--- src/encoder_pkg.sv ---
// Constants, register map and carrier types of the encoder status interface.
// Functional notes
// Status bits 0-3 show functions 1-4 active.
// Bit 4 flags value 1; bits 5-7 zero.
// Only one measured value fetched at once.
// Bit 11 set while fault acknowledge runs.
// Bit 13 acknowledges cyclic absolute value request.
// Higher priority use suspends absolute value.
// Bit 14 set while parking encoder active.
// Bit 14 clear without active parking.
// Bit 15 set while encoder error active.
// Fault places error code in second word.
// First word counts lines times two-to-n.
// Fine resolution bits come from configuration.
// First word sent in every telegram cycle.
// First word free-running, wraps, no modulo.
// Master evaluates every wrap of first word.
// First word starts at zero after power-up.
// Sine/cosine lines equal signal periods per turn.
// Master requests parking through control bit 14.
// Command field 000 none, 001, 010, 011.
// Reserved status bits 5-10, 12 read zero.
// Two encoders, each an identical instance.
package encoder_pkg;

    // Clock rate and timing of the fault acknowledge.
    localparam int CLK_PERIOD_NS = 20;
    localparam int ACK_TIME_NS   = 1000;
    localparam int ACK_CYCLES    =
        (ACK_TIME_NS + CLK_PERIOD_NS - 1) / CLK_PERIOD_NS;
    localparam logic [5:0]  ACK_LAST        = 6'(ACK_CYCLES - 1);
    localparam logic [15:0] TELE_PERIOD_RST = 16'h00f9;
    localparam int          CHANNELS        = 2;

    // Register byte offsets on the APB slave.
    localparam logic [11:0] ADDR_CTRL0 = 12'h000;
    localparam logic [11:0] ADDR_CTRL1 = 12'h004;
    localparam logic [11:0] ADDR_FINE  = 12'h008;
    localparam logic [11:0] ADDR_TELE  = 12'h00c;
    localparam logic [11:0] ADDR_STAT0 = 12'h010;
    localparam logic [11:0] ADDR_POS10 = 12'h014;
    localparam logic [11:0] ADDR_POS20 = 12'h018;
    localparam logic [11:0] ADDR_STAT1 = 12'h01c;
    localparam logic [11:0] ADDR_POS11 = 12'h020;
    localparam logic [11:0] ADDR_POS21 = 12'h024;

    // Control word fields.
    localparam int CW_SEL_LO = 0;
    localparam int CW_CMD_LO = 4;
    localparam int CW_ABS    = 13;
    localparam int CW_PARK   = 14;
    localparam int CW_ACK    = 15;

    // Status word fields.
    localparam int ST_ACTIVE_LO = 0;
    localparam int ST_VALUE1    = 4;
    localparam int ST_ACK       = 11;
    localparam int ST_ABS       = 13;
    localparam int ST_PARK      = 14;
    localparam int ST_FAULT     = 15;

    // Fine resolution and value selection.
    localparam logic [3:0]  FINE_W       = 4'h8;
    localparam logic [3:0]  FINE_MAX     = 4'h8;
    localparam int          FINE_FIELD   = 4;
    localparam logic [3:0]  SEL_VALUE1   = 4'h1;
    localparam logic [31:0] ERR_ENC      = 32'h1;
    localparam logic [31:0] ERR_GET      = 32'h7;
    localparam logic [31:0] ERR_ABS      = 32'h8;

    // Command field encoding.
    typedef enum logic [2:0] {
        CMD_NONE     = 3'h0,
        CMD_ACTIVATE = 3'h1,
        CMD_READ     = 3'h2,
        CMD_CANCEL   = 3'h3
    } cmd_t;

    // Fault acknowledge sequencer.
    typedef enum logic [1:0] {
        ACK_IDLE = 2'b01,
        ACK_BUSY = 2'b10
    } ack_t;

    // Encoder pins of one channel.
    typedef struct packed {
        logic line_step;
        logic line_dir;
        logic ref_mark;
        logic fault;
    } enc_pins_t;

    // One telegram entry of one encoder.
    typedef struct packed {
        logic [15:0] status;
        logic [31:0] pos1;
        logic [31:0] pos2;
    } telegram_t;

    // State of one encoder channel.
    typedef struct packed {
        logic [15:0] ctrl;
        logic [2:0]  prev_cmd;
        logic        prev_ack;
        logic [3:0]  active;
        logic        avail;
        logic [31:0] meas;
        logic [31:0] lines;
        logic [3:0]  fine_n;
        logic        fault;
        ack_t        ack;
        logic [5:0]  ack_cnt;
        logic        park;
        logic        step_d;
        logic        mark_d;
    } chan_t;

    // Whole state of the interface.
    typedef struct packed {
        chan_t [1:0]     ch;
        logic [15:0]     tele_period;
        logic [15:0]     tele_cnt;
        telegram_t [1:0] tele;
        logic            strobe;
        logic [31:0]     prdata;
        logic            pready;
        logic            pslverr;
    } top_t;

endpackage

--- src/pin_sync.sv ---
// Two-flop synchroniser for asynchronous encoder pins.
module pin_sync #(
    parameter int W = 8
) (
    // Clock and reset
    input  wire logic         clock,
    input  wire logic         srst,
    // Pins and their synchronised copy
    input  wire logic [W-1:0] pins,
    output logic      [W-1:0] synced
);

    typedef struct packed {
        logic [W-1:0] first;
        logic [W-1:0] second;
    } sync_t;

    sync_t r;
    sync_t next_r;

    // Only the second stage reads the first stage.
    always_comb begin
        next_r.first  = pins;
        next_r.second = r.first;
    end

    // Both stages clear on reset.
    always_ff @(posedge clock) begin
        if (srst) begin
            r <= '0;
        end else begin
            r <= next_r;
        end
    end

    assign synced = r.second;

endmodule // pin_sync

--- src/encoder_interface.sv ---
// Two-channel encoder status, position words and APB register slave.
module encoder_interface (
    // Clock and reset
    input  wire logic                          clock,
    input  wire logic                          srst,
    // APB slave
    input  wire logic                          psel,
    input  wire logic                          penable,
    input  wire logic                          pwrite,
    input  wire logic [11:0]                   paddr,
    input  wire logic [31:0]                   pwdata,
    output logic      [31:0]                   prdata,
    output logic                               pready,
    output logic                               pslverr,
    // Encoder pins, asynchronous
    input  wire encoder_pkg::enc_pins_t [1:0]  encoder_pins,
    // Interpolator and absolute track, same clock
    input  wire logic [1:0][7:0]               fine_phase,
    input  wire logic [1:0][31:0]              abs_position,
    input  wire logic [1:0]                    abs_valid,
    // Cyclic telegram towards the master
    output encoder_pkg::telegram_t [1:0]       telegram,
    output logic                               telegram_strobe
);

    encoder_pkg::top_t r;
    encoder_pkg::top_t next_r;

    encoder_pkg::enc_pins_t [1:0] pins_s;
    logic [31:0] live_pos1 [2];
    logic [31:0] live_pos2 [2];
    logic [15:0] live_stat [2];

    // Pins of both encoders pass two flops before any use.
    pin_sync #(
        .W ($bits(encoder_pins))
    ) u_pin_sync (
        .clock  (clock),
        .srst   (srst),
        .pins   (encoder_pins),
        .synced (pins_s)
    );

    // Lines sit above the fine phase; a right shift keeps the
    // top fine bits with no multiplier.
    function automatic logic [31:0] scale(
        input logic [31:0] lines,
        input logic [7:0]  fine,
        input logic [3:0]  nbits
    );
        logic [3:0]  k;
        logic [39:0] w;
        k = (nbits > encoder_pkg::FINE_MAX) ? encoder_pkg::FINE_MAX : nbits;
        w = {lines, fine} >> (encoder_pkg::FINE_W - k);
        return w[31:0];
    endfunction

    // Live words of each encoder, one identical copy per channel.
    // identical channel copies
    for (genvar c = 0; c < encoder_pkg::CHANNELS; c++) begin : g_ch
        encoder_pkg::chan_t s;
        logic [3:0] sel;
        logic       read_cmd;
        logic       read_ok;
        logic       abs_req;
        logic       abs_ack;

        assign s        = r.ch[c];
        assign sel      = s.ctrl[encoder_pkg::CW_SEL_LO +: 4];
        assign read_cmd = s.ctrl[encoder_pkg::CW_CMD_LO +: 3]
                          == encoder_pkg::CMD_READ;
        // single value only
        assign read_ok  = (sel == encoder_pkg::SEL_VALUE1) && s.avail
                          && (s.active == 4'h0);
        assign abs_req  = s.ctrl[encoder_pkg::CW_ABS];
        // absolute value acknowledge
        assign abs_ack  = abs_req && abs_valid[c] && !s.park && !s.fault
                          && !read_cmd;

        // lines times two-to-n
        // one line per sine period
        assign live_pos1[c] = scale(s.lines, fine_phase[c], s.fine_n);

        // Priority in the second word: fault code, fetched value,
        // then the absolute value.
        always_comb begin
            // error code on fault
            if (s.fault) begin
                live_pos2[c] = encoder_pkg::ERR_ENC;
            end else if (read_cmd) begin
                // fetch one value
                live_pos2[c] = read_ok ? s.meas : encoder_pkg::ERR_GET;
            end else if (abs_ack) begin
                live_pos2[c] = abs_position[c];
            end else if (abs_req && !s.park) begin
                live_pos2[c] = encoder_pkg::ERR_ABS;
            end else begin
                // absolute value suspended
                live_pos2[c] = 32'h0;
            end
        end

        // Status word assembly; unlisted bits stay zero.
        always_comb begin
            // reserved bits zero
            live_stat[c] = 16'h0;
            // functions active
            live_stat[c][encoder_pkg::ST_ACTIVE_LO +: 4] = s.active;
            // value one available
            live_stat[c][encoder_pkg::ST_VALUE1] = s.avail;
            // acknowledge in progress
            live_stat[c][encoder_pkg::ST_ACK] =
                (s.ack == encoder_pkg::ACK_BUSY);
            live_stat[c][encoder_pkg::ST_ABS] = abs_ack;
            // parking shows
            // clear when not parked
            live_stat[c][encoder_pkg::ST_PARK] = s.park;
            // encoder error flag
            live_stat[c][encoder_pkg::ST_FAULT] = s.fault;
        end
    end

    // Next-state logic for channels, telegram timer and APB slave.
    always_comb begin
        logic [2:0]  cmd;
        logic [3:0]  sel;
        logic        cmd_new;
        logic        step_s;
        logic        mark_s;
        logic        fault_s;
        logic        access;
        logic        mapped;
        logic        writable;
        logic [31:0] rd;
        cmd      = 3'h0;
        sel      = 4'h0;
        cmd_new  = 1'b0;
        step_s   = 1'b0;
        mark_s   = 1'b0;
        fault_s  = 1'b0;
        access   = 1'b0;
        mapped   = 1'b0;
        writable = 1'b0;
        rd       = 32'h0;
        next_r   = r;

        for (int c = 0; c < encoder_pkg::CHANNELS; c++) begin
            cmd     = r.ch[c].ctrl[encoder_pkg::CW_CMD_LO +: 3];
            sel     = r.ch[c].ctrl[encoder_pkg::CW_SEL_LO +: 4];
            cmd_new = cmd != r.ch[c].prev_cmd;
            step_s  = pins_s[c].line_step;
            mark_s  = pins_s[c].ref_mark;
            fault_s = pins_s[c].fault;
            next_r.ch[c].prev_cmd = cmd;
            next_r.ch[c].step_d   = step_s;
            next_r.ch[c].mark_d   = mark_s;
            next_r.ch[c].prev_ack = r.ch[c].ctrl[encoder_pkg::CW_ACK];

            // parking follows the request bit
            next_r.ch[c].park = r.ch[c].ctrl[encoder_pkg::CW_PARK];

            // free-running count, wraps silently
            // master evaluates wraps
            if (step_s && !r.ch[c].step_d && !r.ch[c].park) begin
                if (pins_s[c].line_dir) begin
                    next_r.ch[c].lines = r.ch[c].lines + 32'h1;
                end else begin
                    next_r.ch[c].lines = r.ch[c].lines - 32'h1;
                end
            end

            // command decode on a change of the field
            if (cmd_new) begin
                case (encoder_pkg::cmd_t'(cmd))
                    encoder_pkg::CMD_ACTIVATE: begin
                        if (!r.ch[c].fault && !r.ch[c].park) begin
                            next_r.ch[c].active = r.ch[c].active | sel;
                            if (sel[0]) begin
                                next_r.ch[c].avail = 1'b0;
                            end
                        end
                    end
                    encoder_pkg::CMD_CANCEL: begin
                        next_r.ch[c].active = r.ch[c].active & ~sel;
                        if (sel[0]) begin
                            next_r.ch[c].avail = 1'b0;
                        end
                    end
                    default: begin
                    end
                endcase
            end

            // A parked encoder is switched off, so no function runs.
            if (r.ch[c].park) begin
                next_r.ch[c].active = 4'h0;
            end

            // function one ends at the reference mark edge
            // capture sets value one, winning over a clear
            if (mark_s && !r.ch[c].mark_d && r.ch[c].active[0]
                && !r.ch[c].park) begin
                next_r.ch[c].meas      = live_pos1[c];
                next_r.ch[c].active[0] = 1'b0;
                next_r.ch[c].avail     = 1'b1;
            end

            // acknowledge sequencer started by the request edge
            case (r.ch[c].ack)
                encoder_pkg::ACK_IDLE: begin
                    next_r.ch[c].ack_cnt = 6'h00;
                    if (r.ch[c].ctrl[encoder_pkg::CW_ACK]
                        && !r.ch[c].prev_ack) begin
                        next_r.ch[c].ack = encoder_pkg::ACK_BUSY;
                    end
                end
                encoder_pkg::ACK_BUSY: begin
                    next_r.ch[c].ack_cnt = r.ch[c].ack_cnt + 6'h01;
                    if (r.ch[c].ack_cnt == encoder_pkg::ACK_LAST) begin
                        next_r.ch[c].ack   = encoder_pkg::ACK_IDLE;
                        next_r.ch[c].fault = 1'b0;
                    end
                end
                default: begin
                    next_r.ch[c].ack = encoder_pkg::ACK_IDLE;
                end
            endcase

            // a live fault sets the flag and beats the clear
            if (fault_s) begin
                next_r.ch[c].fault = 1'b1;
            end
        end

        // snapshot every telegram cycle
        next_r.strobe = 1'b0;
        if (r.tele_cnt >= r.tele_period) begin
            next_r.tele_cnt = 16'h0;
            next_r.strobe   = 1'b1;
            for (int c = 0; c < encoder_pkg::CHANNELS; c++) begin
                next_r.tele[c].status = live_stat[c];
                next_r.tele[c].pos1   = live_pos1[c];
                next_r.tele[c].pos2   = live_pos2[c];
            end
        end else begin
            next_r.tele_cnt = r.tele_cnt + 16'h1;
        end

        // Address decode; status and position words are read-only.
        case (paddr)
            encoder_pkg::ADDR_CTRL0: begin
                rd       = {16'h0, r.ch[0].ctrl};
                mapped   = 1'b1;
                writable = 1'b1;
            end
            encoder_pkg::ADDR_CTRL1: begin
                rd       = {16'h0, r.ch[1].ctrl};
                mapped   = 1'b1;
                writable = 1'b1;
            end
            encoder_pkg::ADDR_FINE: begin
                rd       = {24'h0, r.ch[1].fine_n, r.ch[0].fine_n};
                mapped   = 1'b1;
                writable = 1'b1;
            end
            encoder_pkg::ADDR_TELE: begin
                rd       = {16'h0, r.tele_period};
                mapped   = 1'b1;
                writable = 1'b1;
            end
            encoder_pkg::ADDR_STAT0: begin
                rd     = {16'h0, r.tele[0].status};
                mapped = 1'b1;
            end
            encoder_pkg::ADDR_POS10: begin
                rd     = r.tele[0].pos1;
                mapped = 1'b1;
            end
            encoder_pkg::ADDR_POS20: begin
                rd     = r.tele[0].pos2;
                mapped = 1'b1;
            end
            encoder_pkg::ADDR_STAT1: begin
                rd     = {16'h0, r.tele[1].status};
                mapped = 1'b1;
            end
            encoder_pkg::ADDR_POS11: begin
                rd     = r.tele[1].pos1;
                mapped = 1'b1;
            end
            encoder_pkg::ADDR_POS21: begin
                rd     = r.tele[1].pos2;
                mapped = 1'b1;
            end
            default: begin
                rd = 32'h0;
            end
        endcase

        // Answer is built in setup so that outputs come from flops
        // with no wait state.
        next_r.pready  = 1'b0;
        next_r.pslverr = 1'b0;
        if (psel && !penable) begin
            next_r.pready  = 1'b1;
            next_r.prdata  = pwrite ? 32'h0 : rd;
            next_r.pslverr = !mapped || (pwrite && !writable);
        end

        // Writes take effect at the completing access edge only.
        access = psel && penable && r.pready;
        if (access && pwrite && writable) begin
            case (paddr)
                encoder_pkg::ADDR_CTRL0: begin
                    next_r.ch[0].ctrl = pwdata[15:0];
                end
                encoder_pkg::ADDR_CTRL1: begin
                    next_r.ch[1].ctrl = pwdata[15:0];
                end
                encoder_pkg::ADDR_FINE: begin
                    // fine bits from configuration
                    next_r.ch[0].fine_n = pwdata[0 +: encoder_pkg::FINE_FIELD];
                    next_r.ch[1].fine_n =
                        pwdata[encoder_pkg::FINE_FIELD +: encoder_pkg::FINE_FIELD];
                end
                encoder_pkg::ADDR_TELE: begin
                    next_r.tele_period = pwdata[15:0];
                end
                default: begin
                end
            endcase
        end
    end

    // One register stage for all state.
    always_ff @(posedge clock) begin
        if (srst) begin
            // position words start at zero
            r             <= '0;
            r.ch[0].ack   <= encoder_pkg::ACK_IDLE;
            r.ch[1].ack   <= encoder_pkg::ACK_IDLE;
            r.tele_period <= encoder_pkg::TELE_PERIOD_RST;
        end else begin
            r <= next_r;
        end
    end

    // Outputs straight from state flops.
    assign prdata          = r.prdata;
    assign pready          = r.pready;
    assign pslverr         = r.pslverr;
    assign telegram        = r.tele;
    assign telegram_strobe = r.strobe;

endmodule // encoder_interface

--- config.mk ---
export PLATFORM = sky130hd
export DESIGN_NAME = encoder_interface
export DESIGN_NICKNAME = d
export VERILOG_FILES = /design/src/encoder_pkg.sv /design/src/pin_sync.sv /design/src/encoder_interface.sv
export SDC_FILE = /design/constraint.sdc
export NUM_CORES = 1
export LEC_CHECK = 0
export BUFFER_PORTS_ARGS = -buffer_cell sky130_fd_sc_hd__clkbuf_2
export CAP_MARGIN = 20
export CORE_MARGIN = 2
export CORE_UTILIZATION = 38
export DETAILED_ROUTE_END_ITERATION = 7
export PLACE_DENSITY = 0.7
export SYNTH_ARGS = -nofsm -noshare
export SYNTH_HDL_FRONTEND = slang
export SYNTH_SLANG_ARGS = --single-unit
--- constraint.sdc ---
create_clock -name clock -period 3.59 [get_ports clock]
set_clock_uncertainty 0.15 [all_clocks]
set_input_delay 0.5385 -clock clock [delete_from_list [all_inputs] [get_ports clock]]
set_output_delay 0.5385 -clock clock [all_outputs]
set_load 0.02 [all_outputs]
==> out/metrics.cfg <==
[placement]
hpwl_um=68500
portBuffers=303
gp_congestion=0.921
dp_slack_ns=0.268

[yosys]
synth_most_common_cell=nand2_1
netlist_area_mm2=0.0263
synth_top_family_by_area=compound AO/OA/AOI/OAI gates
synth.area.mux_share_pct=13.0
synth_area_leaders=dfxtp_1 33%, mux2i_1 8.1%, nand2_1 7.5%
synthCells=3170
synthTopCellsByCount=524 x nand2_1, 439 x dfxtp_1, 360 x a21oi_1
synth_adder_area_share_pct=4.29
synthFlopType=dfxtp_1
synth_edf_count=0
synth_top_cell_by_area=dfxtp_1
yosysTopAreaCellShare_pct=33.4
ys_warn_count=0
synth_seq_cells=439
synth-compound-area-share_pct=19.3
avgSynthCellArea_um2=8.30
synth_seq_area_share_pct=33.4
synthSimpleGateAreaFrac_pct=17.9
synth-xor-area-share_pct=2.36
synth-async-reset-ratio_pct=0
synth.distinct_cells=93

[global_route]
antenna_found_initial=18
grt_pass1_vias=21724
grt_overflow=0
grt_start_max_net_pins=83
track_usage_pct=24.3
grt_pass1_wl_um=134000

[timing]
period_share_pct=89.7
fin_tns_setup_ns=0
fin_hold_ws_ns=0.0217
worst_slack_ns=0.369
fmax_mhz=310
slew_violations=0
max_slew_margin_pct=38.5
worstMarginPinSlew_ns=0.917
timing.final.hold_violations=0
period_needed_ns=3.22
grt_setup_unrepaired=false
setup_viol=0

[clock_tree]
cts_root_buf=clkbuf_16
cts_setup_buffers=0
cts_max_level=2
path_clk_slew_ns=0.06
cts_sinks=439
cts_tree=built
cts_buffers=48
clockBufferDepth=3
clk_latency_ns=0.62

[critical_path]
cpMostUsedCell=o32ai_1
max_stage_delay_ns=0.47
cp.arrival_ns=3.60
worst_path_max_delay_cell=or4b_1
worstPathRequired_ns=3.97
cp-start-kind=register
cp-end-kind=register
worst-setup-path-type=reg -> reg
crit_path_max_fanout=12
crit_chain=inv_1, ha_1, o211ai_1, a21oi_1, o32ai_1, o32ai_1, nor2_1, o21ai_0, or4b_1, nand3_1

[drt]
highest_layer=met5
vias=23757
wl_met1_um=37000
wl_met2_um=39400
post_drt_wl_per_cell_um=21.4
drt_iter0_drc=2349
drt_wl_total_um=89900
route.detailed.drc=0
firstDrtPassIters=6
met3_wirelength_um=8850
vias_per_cell=5.64
ant_nets=0

[power]
p_leak_uw=0.0113
p_total_uw=12500
power_per_cell_area_mw_per_mm2=426
ir_worst_vdd_uv=342

[floorplan]
ioPinCount=334
core_mm2=0.0686
dieArea_mm2=0.0714
rows=96
initial_core_util_pct=38.4
die_h_um=267
die_w_um=267

[worst_hold_path]
min_path_type=in -> reg

[layout]
syn_to_final_growth_pct=11.6
nets=3462
fin_util_pct=42.8
drive_gt1_share_pct=18.5

[run]
cap_violations=0

[run_status]
status=finished clean

cells in the final DEF (no fill, tap or decap), types with 29 or more instances in the layout:
cell / count
nand3_1: 56
ha_1: 85
a21o_1: 29
a211oi_1: 35
xnor2_1: 40
inv_1: 45
o21ai_0: 64
mux4_2: 44
clkbuf_16: 49
nand2_1: 524
nor2b_1: 58
dfxtp_1: 439
clkbuf_2: 302
mux2i_1: 212
a22oi_1: 70
buf_4: 100
o2bb2ai_1: 62
nor2_1: 218
a21oi_1: 360
nor3_1: 36
area by class of cell:
type | instances | area, um^2
clock buffers | 62 | 1350
clock inverters | 28 | 354
multi-input cells | 2290 | 15200
well taps | 931 | 1160
flip-flops and latches | 439 | 8790
repair buffers | 409 | 2390
diodes | 4 | 10.0
fillers | 6815 | 39200
inverters | 46 | 173
metal layers:
metal | global-route usage (%) | vias up
met5 | 0 | -
li1 | - | 11244
met3 | 7.19 | 209
met2 | 37.4 | 952
met1 | 31.3 | 11326
met4 | 11.2 | 26
sequential cells by signal, indices dropped and copies added, names as in the netlist, named ones only:
name,cells
g_ch.abs_req,2
g_ch.s,200
prdata,32
pready,1
pslverr,1
r,32
telegram,146
telegram_strobe,1
u_pin_sync.next_r,8
u_pin_sync.synced,8
stage by stage:
step                      area [um^2]  cells
after global routing            29400   4207
after global placement          27700   4114
after CTS                       29400   4205
after floorplan                 26400   3183
final                           29400   4209
after detailed placement        27700   4114
critical path: cells and delay by family (launching register included):
kind / cells / cell delay, ns
AO/OA/AOI/OAI: 5 / 1.08
flip-flops: 1 / 0.31
AND/OR/NAND/NOR: 3 / 0.86
adder cells (fa/ha/maj): 1 / 0.37
buffers and inverters: 1 / 0.35
path summary, 6_finish.rpt:
path | from | cells past startpoint | slack (ns) | endpoint
worst max register to register | u_pin_sync.synced[6]$_SDFF_PP0_ | 10 | 0.37 | g_ch[1].s[42]$_SDFFE_PP0P_
worst min-delay path | encoder_pins[1] | 2 | 0.02 | u_pin_sync.next_r[1]$_SDFF_PP0_
worst max-delay path | u_pin_sync.synced[6]$_SDFF_PP0_ | 10 | 0.37 | g_ch[1].s[42]$_SDFFE_PP0P_
worst min register to register | u_pin_sync.next_r[6]$_SDFF_PP0_ | 1 | 0.26 | u_pin_sync.synced[6]$_SDFF_PP0_
repair_timing:
action | CTS | global route
hold endpoints to repair | 1 | 0
hold buffers | 1 | 0
gates resized for setup | 0 | 0
report_power, final:
group,total (uW),internal (uW),switching (uW)
registers,5070,4950,124
clock network,5310,3110,2200
logic,2120,885,1240
logic make-up (layout without fill, tap and decap cells):
| family | count (synthesis) | count (layout) |
|---|---|---|
| AND/OR/NAND/NOR | 1041 | 1041 |
| AO/OA/AOI/OAI | 797 | 797 |
| buffers and inverters | 454 | 545 |
| flip-flops | 439 | 439 |
| multiplexers | 281 | 281 |
| adder cells (fa/ha/maj) | 89 | 89 |
| XOR/XNOR | 68 | 68 |
| other | 1 | 18 |
Note: power is estimated with default switching activity, not from simulation.
